[config.mk]
export PLATFORM = sky130hd
export DESIGN_NAME = lps_supervisor
export DESIGN_NICKNAME = d
export VERILOG_FILES = /design/src/lps_pkg.sv /design/src/lps_trip_qual.sv /design/src/lps_supervisor.sv
export SDC_FILE = /design/constraint.sdc
export NUM_CORES = 1
export LEC_CHECK = 0
export ABC_CLOCK_PERIOD_IN_PS = 4600
export BUFFER_PORTS_ARGS = -buffer_cell sky130_fd_sc_hd__buf_2
export CORE_ASPECT_RATIO = 0.6
export CORE_MARGIN = 10
export CORE_UTILIZATION = 58
export CTS_CLUSTER_DIAMETER = 120
export DETAILED_ROUTE_END_ITERATION = 6
export HOLD_SLACK_MARGIN = 0.05
export PLACE_DENSITY = 0.84
export SYNTH_ARGS = -nofsm -noshare
export SYNTH_HDL_FRONTEND = slang
export SYNTH_SLANG_ARGS = --single-unit
[constraint.sdc]
create_clock -name clk_sys_i -period 4.6 [get_ports clk_sys_i]
set_input_delay 0.46 -clock clk_sys_i [delete_from_list [all_inputs] [get_ports clk_sys_i]]
set_output_delay 0.46 -clock clk_sys_i [all_outputs]
set_load 0.005 [all_outputs]
[src/lps_pkg.sv]
`default_nettype none
package lps_pkg;
   localparam int         TW          = 16;
   localparam int         AW          = 8;
   // Register byte addresses.
   localparam logic [7:0] ADR_CTRL    = 8'h00;
   localparam logic [7:0] ADR_STAT    = 8'h04;
   localparam logic [7:0] ADR_OVT     = 8'h08;
   localparam logic [7:0] ADR_UVT     = 8'h0c;
   localparam logic [7:0] ADR_OCT     = 8'h10;
   localparam logic [7:0] ADR_OPT     = 8'h14;
   // Control register fields; bits 4..0 are self-clearing commands.
   localparam int         CB_START    = 0;
   localparam int         CB_CLEAR    = 1;
   localparam int         CB_STOP     = 2;
   localparam int         CB_LOCK     = 3;
   localparam int         CB_UNLOCK   = 4;
   localparam int         CB_MODE     = 8;
   localparam int         CB_ILK_EN   = 10;
   // Status register fields.
   localparam int         ST_OP       = 0;
   localparam int         ST_REG      = 4;
   localparam int         ST_ALM      = 8;
   localparam int         ST_LOCK     = 16;
   // Control modes and regulation loop codes share one encoding.
   localparam logic [1:0] MODE_VOLT   = 2'h0;
   localparam logic [1:0] MODE_CURR   = 2'h1;
   localparam logic [1:0] MODE_PWR    = 2'h2;
   localparam logic [1:0] MODE_RES    = 2'h3;
   localparam logic [1:0] MODE_RST    = MODE_VOLT;
   // Threshold selectors.
   localparam logic [1:0] THR_OV      = 2'h0;
   localparam logic [1:0] THR_UV      = 2'h1;
   localparam logic [1:0] THR_OC      = 2'h2;
   localparam logic [1:0] THR_OP      = 2'h3;
   // Alarm bit positions.
   localparam int         AL_OV       = 0;
   localparam int         AL_UV       = 1;
   localparam int         AL_OC       = 2;
   localparam int         AL_OP       = 3;
   localparam int         AL_IO       = 4;
   localparam int         AL_ILK      = 5;
   localparam int         NALM        = 6;
   localparam int         NIO         = 8;
   // Percentages of full scale.
   localparam int         PCT_MAX     = 110;
   localparam int         PCT_UV_MIN  = 5;
   localparam int         PCT_DIV     = 100;
   typedef enum logic [1:0] {OP_DISABLED, OP_ENABLED, OP_SOFT, OP_HARD} lps_op_t;
endpackage : lps_pkg
`default_nettype wire

[src/lps_trip_qual.sv]
`timescale 1ns/10ps
`default_nettype none
module lps_trip_qual #(
   parameter int N = 4
) (
   input  wire logic clk_sys_i,
   input  wire logic reset_i,
   input  wire logic arm_i,
   input  wire logic sample_i,
   input  wire logic over_i,
   output logic      trip_o
);
   import lps_pkg::*;
   localparam int          CW   = $clog2(N + 1);
   localparam logic [CW-1:0] LAST = CW'(N - 1);
   logic [CW-1:0] cnt;

   // Counts consecutive out-of-limit samples; any in-limit sample restarts.
   always_ff @(posedge clk_sys_i) begin
      if (reset_i || !arm_i) begin
         cnt    <= '0;
         trip_o <= 1'b0;
      end else if (sample_i) begin
         if (!over_i) begin
            cnt    <= '0;
            trip_o <= 1'b0;
         end else if (!trip_o) begin
            cnt    <= cnt + 1'b1;
            trip_o <= (cnt == LAST);
         end
      end
   end
endmodule : lps_trip_qual
`default_nettype wire

[src/lps_supervisor.sv]
`timescale 1ns/10ps
`default_nettype none
module lps_supervisor #(
   parameter int V_FS         = 50000,
   parameter int I_FS         = 50000,
   parameter int P_FS         = 50000,
   parameter int TRIP_SAMPLES = 4
) (
   input  wire logic                    clk_sys_i,
   input  wire logic                    reset_i,
   input  wire logic                    wb_cyc_i,
   input  wire logic                    wb_stb_i,
   input  wire logic                    wb_we_i,
   input  wire logic [lps_pkg::AW-1:0]  wb_adr_i,
   input  wire logic [3:0]              wb_sel_i,
   input  wire logic [31:0]             wb_dat_i,
   output logic      [31:0]             wb_dat_o,
   output logic                         wb_ack_o,
   input  wire logic                    meas_valid_i,
   input  wire logic [lps_pkg::TW-1:0]  meas_volt_i,
   input  wire logic [lps_pkg::TW-1:0]  meas_curr_i,
   input  wire logic [lps_pkg::TW-1:0]  meas_pwr_i,
   input  wire logic [1:0]              reg_loop_i,
   input  wire logic                    thermal_i,
   input  wire logic                    interlock_i,
   input  wire logic                    dig_lock_i,
   input  wire logic [lps_pkg::NIO-1:0] io_over_i,
   input  wire logic                    panel_start_i,
   input  wire logic                    panel_clear_i,
   input  wire logic                    panel_stop_i,
   input  wire logic                    panel_lock_i,
   input  wire logic                    ext_thr_we_i,
   input  wire logic                    ext_thr_panel_i,
   input  wire logic [1:0]              ext_thr_sel_i,
   input  wire logic [lps_pkg::TW-1:0]  ext_thr_val_i,
   output logic                         input_engage_o,
   output logic [1:0]                   op_state_o,
   output logic                         hard_fault_o,
   output logic [lps_pkg::NALM-1:0]     alarm_o,
   output logic [3:0]                   reg_led_o,
   output logic                         lock_led_o
);
   import lps_pkg::*;
   localparam logic [TW-1:0] OV_MAX = TW'((V_FS * PCT_MAX) / PCT_DIV);
   localparam logic [TW-1:0] UV_MIN = TW'((V_FS * PCT_UV_MIN + PCT_DIV - 1) / PCT_DIV);
   localparam logic [TW-1:0] OC_MAX = TW'((I_FS * PCT_MAX) / PCT_DIV);
   localparam logic [TW-1:0] OP_MAX = TW'((P_FS * PCT_MAX) / PCT_DIV);
   localparam int            NP     = NIO + 3;

   function automatic logic [3:0] onehot(input logic [1:0] c);
      onehot = 4'h1 << c;
   endfunction : onehot

   function automatic logic [TW-1:0] clamp_thr(input logic [1:0] s, input logic [TW-1:0] v);
      logic [TW-1:0] r;
      r = v;
      unique case (s)
         THR_OV: if (v > OV_MAX) r = OV_MAX;
         THR_UV: if (v != '0 && v < UV_MIN) r = UV_MIN;
         THR_OC: if (v > OC_MAX) r = OC_MAX;
         THR_OP: if (v > OP_MAX) r = OP_MAX;
      endcase
      return r;
   endfunction : clamp_thr

   function automatic logic [TW-1:0] merge16(input logic [TW-1:0] o, input logic [31:0] d,
                                             input logic [3:0] s);
      merge16 = {s[1] ? d[15:8] : o[15:8], s[0] ? d[7:0] : o[7:0]};
   endfunction : merge16

   // Pin inputs: three-stage synchroniser, a change counts when stages two and three agree.
   logic [NP-1:0] pin_s1;
   logic [NP-1:0] pin_s2;
   logic [NP-1:0] pin_s3;
   logic [NP-1:0] pin_f;
   always_ff @(posedge clk_sys_i) begin
      if (reset_i) begin
         pin_s1 <= '0;
         pin_s2 <= '0;
         pin_s3 <= '0;
         pin_f  <= '0;
      end else begin
         pin_s1 <= {io_over_i, dig_lock_i, interlock_i, thermal_i};
         pin_s2 <= pin_s1;
         pin_s3 <= pin_s2;
         pin_f  <= (pin_s2 & pin_s3) | (pin_f & (pin_s2 | pin_s3));
      end
   end
   logic therm_f;
   logic ilk_f;
   logic dlock_f;
   logic io_f;
   assign therm_f = pin_f[0];
   assign ilk_f   = pin_f[1];
   assign dlock_f = pin_f[2];
   assign io_f    = |pin_f[NP-1:3];

   // Wishbone slave: ack one cycle after the request, writes act on the ack edge.
   logic wb_req;
   logic wb_wr;
   logic ctl_wr;
   assign wb_req = wb_cyc_i && wb_stb_i;
   assign wb_wr  = wb_req && wb_we_i && wb_ack_o;
   assign ctl_wr = wb_wr && wb_adr_i == ADR_CTRL;
   always_ff @(posedge clk_sys_i) begin
      if (reset_i) wb_ack_o <= 1'b0;
      else wb_ack_o <= wb_req && !wb_ack_o;
   end

   // Host control register and commands.
   logic [1:0] mode;
   logic       ilk_en;
   logic [1:0] next_mode;
   logic       h_start;
   logic       h_clear;
   logic       h_stop;
   logic       h_lock;
   logic       h_unlock;
   logic       mode_chg;
   assign next_mode = wb_dat_i[CB_MODE +: 2];
   assign h_start   = ctl_wr && wb_sel_i[0] && wb_dat_i[CB_START];
   assign h_clear   = ctl_wr && wb_sel_i[0] && wb_dat_i[CB_CLEAR];
   assign h_stop    = ctl_wr && wb_sel_i[0] && wb_dat_i[CB_STOP];
   assign h_lock    = ctl_wr && wb_sel_i[0] && wb_dat_i[CB_LOCK];
   assign h_unlock  = ctl_wr && wb_sel_i[0] && wb_dat_i[CB_UNLOCK];
   assign mode_chg  = ctl_wr && wb_sel_i[1] && next_mode != mode;
   always_ff @(posedge clk_sys_i) begin
      if (reset_i) begin
         mode   <= MODE_RST;
         ilk_en <= 1'b0;
      end else if (ctl_wr && wb_sel_i[1]) begin
         mode   <= next_mode;
         ilk_en <= wb_dat_i[CB_ILK_EN];
      end
   end

   // Lock sources and their ranking.
   logic lock_host;
   logic lock_panel;
   logic locked;
   assign locked = dlock_f || lock_host || lock_panel;
   always_ff @(posedge clk_sys_i) begin
      if (reset_i) begin
         lock_host  <= 1'b0;
         lock_panel <= 1'b0;
      end else begin
         if (h_lock) lock_host <= 1'b1;
         else if (h_unlock && !dlock_f) lock_host <= 1'b0;
         if (h_unlock && !dlock_f) lock_panel <= 1'b0;
         else if (panel_lock_i && !dlock_f && !lock_host) lock_panel <= !lock_panel;
      end
   end
   always_ff @(posedge clk_sys_i) begin
      if (reset_i) lock_led_o <= 1'b0;
      else lock_led_o <= locked;
   end

   // Trip thresholds; the bus wins over the external port in the same cycle.
   logic [TW-1:0] thr [4];
   logic          panel_thr_ok;
   assign panel_thr_ok = ext_thr_we_i && !(ext_thr_panel_i && locked);
   always_ff @(posedge clk_sys_i) begin
      if (reset_i) begin
         thr[THR_OV] <= OV_MAX;
         thr[THR_UV] <= '0;
         thr[THR_OC] <= OC_MAX;
         thr[THR_OP] <= OP_MAX;
      end else begin
         if (panel_thr_ok) thr[ext_thr_sel_i] <= clamp_thr(ext_thr_sel_i, ext_thr_val_i);
         for (int i = 0; i < 4; i++) begin
            if (wb_wr && wb_adr_i == ADR_OVT + AW'(4 * i))
               thr[i] <= clamp_thr(2'(i), merge16(thr[i], wb_dat_i, wb_sel_i));
         end
      end
   end

   // Trip qualification against the thresholds.
   lps_op_t       op;
   logic [3:0]    over;
   logic [3:0]    arm;
   logic [3:0]    trip;
   logic          uv_on;
   assign uv_on   = thr[THR_UV] != '0;
   assign over[THR_OV] = meas_volt_i > thr[THR_OV];
   assign over[THR_UV] = uv_on && meas_volt_i <= thr[THR_UV];
   assign over[THR_OC] = meas_curr_i > thr[THR_OC];
   assign over[THR_OP] = meas_pwr_i > thr[THR_OP];
   assign arm = {1'b1, 1'b1, op == OP_ENABLED, 1'b1};
   for (genvar g = 0; g < 4; g++) begin : g_qual
      lps_trip_qual #(.N(TRIP_SAMPLES)) u_qual (
         .clk_sys_i (clk_sys_i),
         .reset_i   (reset_i),
         .arm_i     (arm[g]),
         .sample_i  (meas_valid_i),
         .over_i    (over[g]),
         .trip_o    (trip[g])
      );
   end

   // Commands from host and panel; a locked panel keeps its stop button but loses start and clear.
   logic start_cmd;
   logic clear_cmd;
   logic stop_cmd;
   assign start_cmd = h_start || (panel_start_i && !locked);
   assign clear_cmd = h_clear || (panel_clear_i && !locked);
   assign stop_cmd  = h_stop || panel_stop_i;

   // Last taken sample; the bus carries no meaning between valid pulses.
   logic [TW-1:0] smp_volt;
   logic [TW-1:0] smp_curr;
   logic [TW-1:0] smp_pwr;
   always_ff @(posedge clk_sys_i) begin
      if (reset_i) begin
         smp_volt <= '0;
         smp_curr <= '0;
         smp_pwr  <= '0;
      end else if (meas_valid_i) begin
         smp_volt <= meas_volt_i;
         smp_curr <= meas_curr_i;
         smp_pwr  <= meas_pwr_i;
      end
   end

   // Fault events and recovery conditions.
   logic [NALM-1:0] evt;
   logic            uv_inst;
   logic            recovered;
   logic            clear_ok;
   logic            ilk_lost;
   assign ilk_lost  = ilk_en && !ilk_f;
   assign uv_inst   = op == OP_DISABLED && start_cmd && uv_on &&
                      smp_volt <= thr[THR_UV];
   assign evt[AL_OV]  = trip[THR_OV];
   assign evt[AL_UV]  = trip[THR_UV] || uv_inst;
   assign evt[AL_OC]  = trip[THR_OC];
   assign evt[AL_OP]  = trip[THR_OP];
   assign evt[AL_IO]  = io_f;
   assign evt[AL_ILK] = ilk_lost;
   assign recovered = smp_volt < thr[THR_OV] &&
                      smp_curr < thr[THR_OC] &&
                      smp_pwr < thr[THR_OP] &&
                      !io_f &&
                      !ilk_lost;
   assign clear_ok  = op == OP_SOFT && clear_cmd && recovered && !therm_f;

   // Operating state.
   lps_op_t next_op;
   always_comb begin
      next_op = op;
      unique case (op)
         OP_HARD:     next_op = OP_HARD;
         OP_ENABLED:  if (stop_cmd || mode_chg) next_op = OP_DISABLED;
         OP_DISABLED: if (start_cmd && !locked_out()) next_op = OP_ENABLED;
         OP_SOFT:     if (clear_ok) next_op = OP_DISABLED;
      endcase
      if (op != OP_HARD && |evt) next_op = OP_SOFT;
      if (therm_f) next_op = OP_HARD;
   end

   function automatic logic locked_out();
      return therm_f;
   endfunction : locked_out

   always_ff @(posedge clk_sys_i) begin
      if (reset_i) begin
         op             <= OP_DISABLED;
         input_engage_o <= 1'b0;
         hard_fault_o   <= 1'b0;
         op_state_o     <= 2'(OP_DISABLED);
      end else begin
         op             <= next_op;
         input_engage_o <= next_op == OP_ENABLED;
         hard_fault_o   <= next_op == OP_HARD;
         op_state_o     <= 2'(next_op);
      end
   end

   // Sticky alarms: a new event wins over a Clear in the same cycle.
   always_ff @(posedge clk_sys_i) begin
      if (reset_i) alarm_o <= '0;
      else if (op != OP_HARD) alarm_o <= (clear_ok ? '0 : alarm_o) | evt;
   end

   // Regulation state indicator.
   logic [1:0] reg_code;
   always_comb begin
      reg_code = reg_loop_i;
      if (reg_loop_i == MODE_RES && mode != MODE_RES) reg_code = mode;
   end
   always_ff @(posedge clk_sys_i) begin
      if (reset_i) reg_led_o <= onehot(MODE_RST);
      else reg_led_o <= onehot(reg_code);
   end

   // Register read data.
   logic [31:0] rdat;
   always_comb begin
      rdat = '0;
      unique case (wb_adr_i)
         ADR_CTRL: begin
            rdat[CB_MODE +: 2] = mode;
            rdat[CB_ILK_EN]    = ilk_en;
         end
         ADR_STAT: begin
            rdat[ST_OP +: 2]    = op_state_o;
            rdat[ST_REG +: 4]   = reg_led_o;
            rdat[ST_ALM +: NALM] = alarm_o;
            rdat[ST_LOCK +: 3]  = {dlock_f, lock_host, lock_panel};
         end
         ADR_OVT: rdat[TW-1:0] = thr[THR_OV];
         ADR_UVT: rdat[TW-1:0] = thr[THR_UV];
         ADR_OCT: rdat[TW-1:0] = thr[THR_OC];
         ADR_OPT: rdat[TW-1:0] = thr[THR_OP];
         default: rdat = '0;
      endcase
   end
   always_ff @(posedge clk_sys_i) begin
      if (reset_i) wb_dat_o <= '0;
      else if (wb_req && !wb_ack_o && !wb_we_i) wb_dat_o <= rdat;
   end
endmodule : lps_supervisor
`default_nettype wire

=== Word-level counts from Yosys, hierarchy flattened ===
Memory sizes are Yosys's and may differ from the RTL's.
Cells that the tools add are included.

* Bits in registers: 148
* Logic and storage cells: 253
* RAM bits: 64
* Memories: 1

{| class="wikitable"
|+ Memories
! name !! depth !! width !! read ports !! clocked after Yosys merged registers in !! write ports !! RTL line !! text
|-
| thr || 4 || 16 || 4 || 0 || 5 || lps_supervisor.sv:159 || <nowiki>logic [TW-1:0] thr [4];</nowiki>
|}

* Equality and inequality tests: 29
* Shift-type cells: 1
* Bitwise logic cells: 21
* Reductions and logical operators: 77
* Order comparisons: 14
* $add $sub $neg: 4
* Multiplexer cells: 79

{| class="wikitable"
|+ Operators with widths
! operator !! count
|-
| 2-to-1 mux 16 bit || 20
|-
| > comparator 16 bit (second input constant) || 4
|-
| 2-to-1 mux 8 bit || 8
|-
| > comparator 16 bit || 3
|-
| < comparator 16 bit || 3
|-
| nonzero test 16 bit || 3
|-
| logical AND 1 bit || 42
|-
| less-or-equal comparator 16 bit || 2
|-
| < comparator 16 x 12 -> 1 bit (second input constant) || 2
|-
| case mux 16 bit (2 select lines) || 1
|-
| 2-to-1 mux 1 bit || 27
|-
| 2-to-1 mux 3 bit || 9
|-
| case mux 2 bit (4 select lines) || 3
|-
| bitwise AND 11 bit || 2
|-
| OR 11 bit || 2
|-
| equality test 2 bit (second input constant) || 10
|-
| case mux 4 bit (5 select lines) || 1
|-
| case mux 3 bit (6 select lines) || 1
|-
| equality test 8 x 4 -> 1 bit (second input constant) || 2
|-
| equality test 8 x 5 -> 1 bit (second input constant) || 2
|-
| case mux 3 bit (5 select lines) || 1
|-
| OR reduction 13 bit || 1
|-
| adder 3 x 1 -> 3 bit (second input constant) || 4
|-
| equality test 3 x 2 -> 1 bit (second input constant) || 4
|-
| 21 further kinds || 68
|}

=== Depth between registers and ports, before layout ===
* Depth after elaboration: 16
* Gate-level depth with buffers: 10

=== By module ===
From an unflattened synthesis, not the netlist that was laid out.

* Cells, all modules: 1381
* Area total of the unflattened synthesis: 12877.4 um2

{| class="wikitable"
|+ By module, submodules not included
! module !! area an instance (um2) !! instances !! cells each
|-
| lps_supervisor || 12031.5 || 1 || 1297
|-
| lps_trip_qual || 211.5 || 4 || 21
|}

=== Worst setup path before layout ===
OpenSTA, ideal clock, no wires.

* Kind: input to register
* Start point: input port wb_adr_i[5] in the netlist's numbering
* End point: memory thr[0][0], enable pin
* Library setup time: 447 ps
* Data arrival time: 3284 ps
* Slack: 869 ps
* Stages: 4
* Cell sequence: nor4_4 -> nand3_1 -> clkbuf_1 -> o311ai_0

{| class="wikitable"
|+ RTL lines
! element !! RTL line !! text
|-
| start, declared || lps_supervisor.sv:14 || <nowiki>input wire logic [lps_pkg::AW-1:0] wb_adr_i,</nowiki>
|-
| end, declared || lps_supervisor.sv:159 ||
|}

==> impl_results.md <==
- Status: complete, but fails checks
- Failing checks: design-rule violations
- CP Launch Point: lock_panel$_SDFFE_PP0P_
- DRC Markers: 1
- Pre-CTS WS: 1.22 ns
- Delay of the slowest critical-path stage: between 1 and 1.5 ns
- Slowest CP cell: nor4_2
- PD cells: slightly above 300 nW/um^2
- R2r worst-path depth: 5
- Diode count: 0
- RSZ-0062 raised after global routing: false
- Yosys warnings: 0
- Worst Path Required: approximately 4.8 ns
- Fillers: ~1700
- CP Max Fanout: 9
- Reg clk slew, reported paths: 0.07 ns
- Post-CTS sizing: 0
- Reg2reg start: lock_panel$_SDFFE_PP0P_
- Max Slew Vio Count: 0
- Multi-input gate area: ~7200 um^2
- CTS tree: yes
- GPL Wtd Cong: about 1.0
- Routed vias/inst: about 6.6
- Fin crit period: around 3.2 ns
- Vias: between 10000 and 15000
- Hold Vio Cnt, Final: 0
- Part of the cycle the worst path needs: between 70 and 80%
- Worst-Skew Late Latency: 0.51 ns
- Root buffer cell: clkbuf_16
- I/O Buffers: around 150
- CP Cell Sequence: nor3_1 -> nand2b_1 -> nand3_1 -> nor4_2 -> a22oi_1
- WP data arrival: ~3.4 ns
- Detailed placement HPWL: about 34000 um
- Reg-to-Reg End: thr[0][15]$_DFFE_PP_
- Total power: about 4.4 mW
- Most used DFF post-synth: dfxtp_1
- Detailed Routing Iterations Pass 1: 7
- Setup TNS: 0 ns
- Hold_ws: roughly 0.16 ns
- Antenna-violating nets left: 0
- GRT Total Usage: 29.5%
- Hold Path End: pin_s1[10]$_SDFF_PP0_
- Drt wl/cell: ~24 um
- EDFF count, synth: 64
- Synth cell types: 77
- Hold-fix buffers, CTS: 0
- Top-area cell type share of the netlist area: 23.2%
- Post-Route Utilization: between 60 and 70%
- Clk buf depth: 3
- Hold path startpoint: io_over_i[7]
- Post-Layout Cell Count: 1793
- GRT overflow: 0
- DR iter-0 viols: 1746
- Critical path type: reg2reg
- First-pass GRT wire length: about 65000 um
- Lkg Pwr: around 6.3 nW
- Largest net degree at the start of global routing: 76
- Synthesized area: between 10000 and 15000 um^2
- Post-CTS setup buffer count: 0
- Clock Sinks: about 210
- Max Fclk: a little over 300 MHz
- Hold-critical path depth: 2
- Core Footprint: 21300 um^2
- Post-synth ARST share: 0%
- Vias in the first global route: around 11000
- Maximum vdd ir drop: 0.000234 V
- Commonest cells in the netlist: dfxtp_1 (148), ha_1 (133), nor2_1 (123)
- Hold crit path type: in2reg
- Rel. slew slack: under 10%
- CP endpoint kind: register
- Row count: 41
- Final-report setup violation count: 0
- Top Ports: 183
- Flop-to-flop setup slack: 1.37 ns
- Share of post-route cells with drive strength above 1: 14.6%
- Area leader, netlist: dfxtp_1
- Register area: approximately 5000 um^2
- Placed Instances: 1759
- Count leader, synth: dfxtp_1
- Placed cell areas: 13600 um^2
- Mapped Avg Cell Area: about 9.2 um^2
- Top post-synthesis cells by area: dfxtp_1 (23%), edfxtp_1 (15%), ha_1 (13%)
- Layout area overhead: 12.1%
- Initial Utilization: between 50% and 60%
- Cts bufs inserted: 21
- Final Cell Area: ~14000 um^2
- Full die area: ~29000 um^2
- Initial antenna violation count: 2
- Total Wirelength: between 40000 and 50000 um
- Die Y-Extent: 135 um
- Slew @ Worst Pin: between 1 and 1.5 ns
- Post-route setup slack: 1.37 ns
- Post-layout nets: ~1800
- Post-Syn Instances: 1384
- Element type at the critical path start: register
- H-tree Lvls: 1
- Post-synthesis sequential area ratio: around two fifths
- Yosys reg bits: around 210
- Die width: roughly 210 um
- Layout Skew: 0.0149 ns
- Max cap viols: 0
-- routing by layer --
metal	part of all wire, %	GRT usage (%)	vias to the layer above
met4	2.0	6.16	4
met2	40	41.2	793
met1	43	41.0	5580
met5	0.062	0	-
li1	-	-	5341
met3	16	12.7	83
-- worst max-delay path: cells and delay by family, from the launching register on --
family,cells,cell delay [ns]
AND/OR/NAND/NOR,4,2.33
flip-flops,1,0.34
AO/OA/AOI/OAI,1,0.25
-- kinds of logic (layout without fill, tap and decap cells) --
logic type | after synthesis | count (layout) | synth area share, %
simple gates | 422 | 422 | 16.8
compound gates | 367 | 367 | 19.5
flops | 212 | 212 | 38.3
buf+inv | 164 | 282 | 5.58
fa+ha+maj | 133 | 133 | 13.0
mux | 81 | 81 | 6.47
xor+xnor | 4 | 4 | 0.275
other cells | 1 | 13 | 0.0294
-- layout by cell type, fill, tap and decap left out, types with 13 or more instances in the layout --
master / instances
buf_2: 150
dfxtp_1: 148
ha_1: 133
nor2_1: 123
a21oi_1: 104
inv_1: 86
nand2_1: 86
mux2i_1: 78
edfxtp_1: 64
o21ai_0: 55
nor2b_1: 45
a22oi_1: 35
nand3_1: 30
nand4_1: 26
nor3_1: 23
o22ai_1: 22
clkbuf_16: 22
a21boi_0: 20
nor4_1: 20
nand2b_1: 16
a21o_1: 15
conb_1: 13
-- worst max-delay path by stage --
| stage | end | slack (ns) | cells past startpoint |
|---|---|---|---|
| 2_1_floorplan | thr[0][0]$_DFFE_PP_ | 0.87 | 4 |
| 4_1_cts | thr[3][6]$_DFFE_PP_ | 1.49 | 6 |
| 6_report | thr[0][15]$_DFFE_PP_ | 1.37 | 5 |
| 3_3_place_gp | thr[3][7]$_DFFE_PP_ | 1.27 | 8 |
| 3_5_place_dp | thr[0][7]$_DFFE_PP_ | 1.22 | 8 |
| 5_1_grt | thr[3][3]$_DFFE_PP_ | 1.26 | 6 |
-- area by class of cell --
type / count / share of cell area [%]
clock buffer: 27 / 4.05
tap: 279 / 2.44
multi-input combinational: 1020 / 50.7
timing repair buffer: 161 / 5.83
clock inverter: 7 / 0.534
inverter: 87 / 2.28
sequential: 212 / 34.2
-- power breakdown --
group / leakage [nW] / internal [mW] / switching, mW / total (mW)
clock network: 0.323 / 0.952 / 0.754 / 1.71
registers: 1.79 / 2.00 / 0.0743 / 2.07
logic: 4.20 / 0.242 / 0.406 / 0.648
-- flip-flops by register name (all words and copies together) (netlist names) --
name                  cells
op                        2
mode                      2
lock_host                 1
g_qual.u_qual.cnt        12
wb_ack_o                  1
smp_curr                 16
reg_led_o                 4
smp_pwr                  16
input_engage_o            1
g_qual.u_qual.trip_o      4
pin_f                    11
hard_fault_o              1
thr                      64
lock_led_o                1
wb_dat_o                 19
pin_s3                   11
pin_s1                   11
pin_s2                   11
ilk_en                    1
smp_volt                 16
alarm_o                   6
lock_panel                1
No activity file was read; power rests on OpenSTA's default activity.
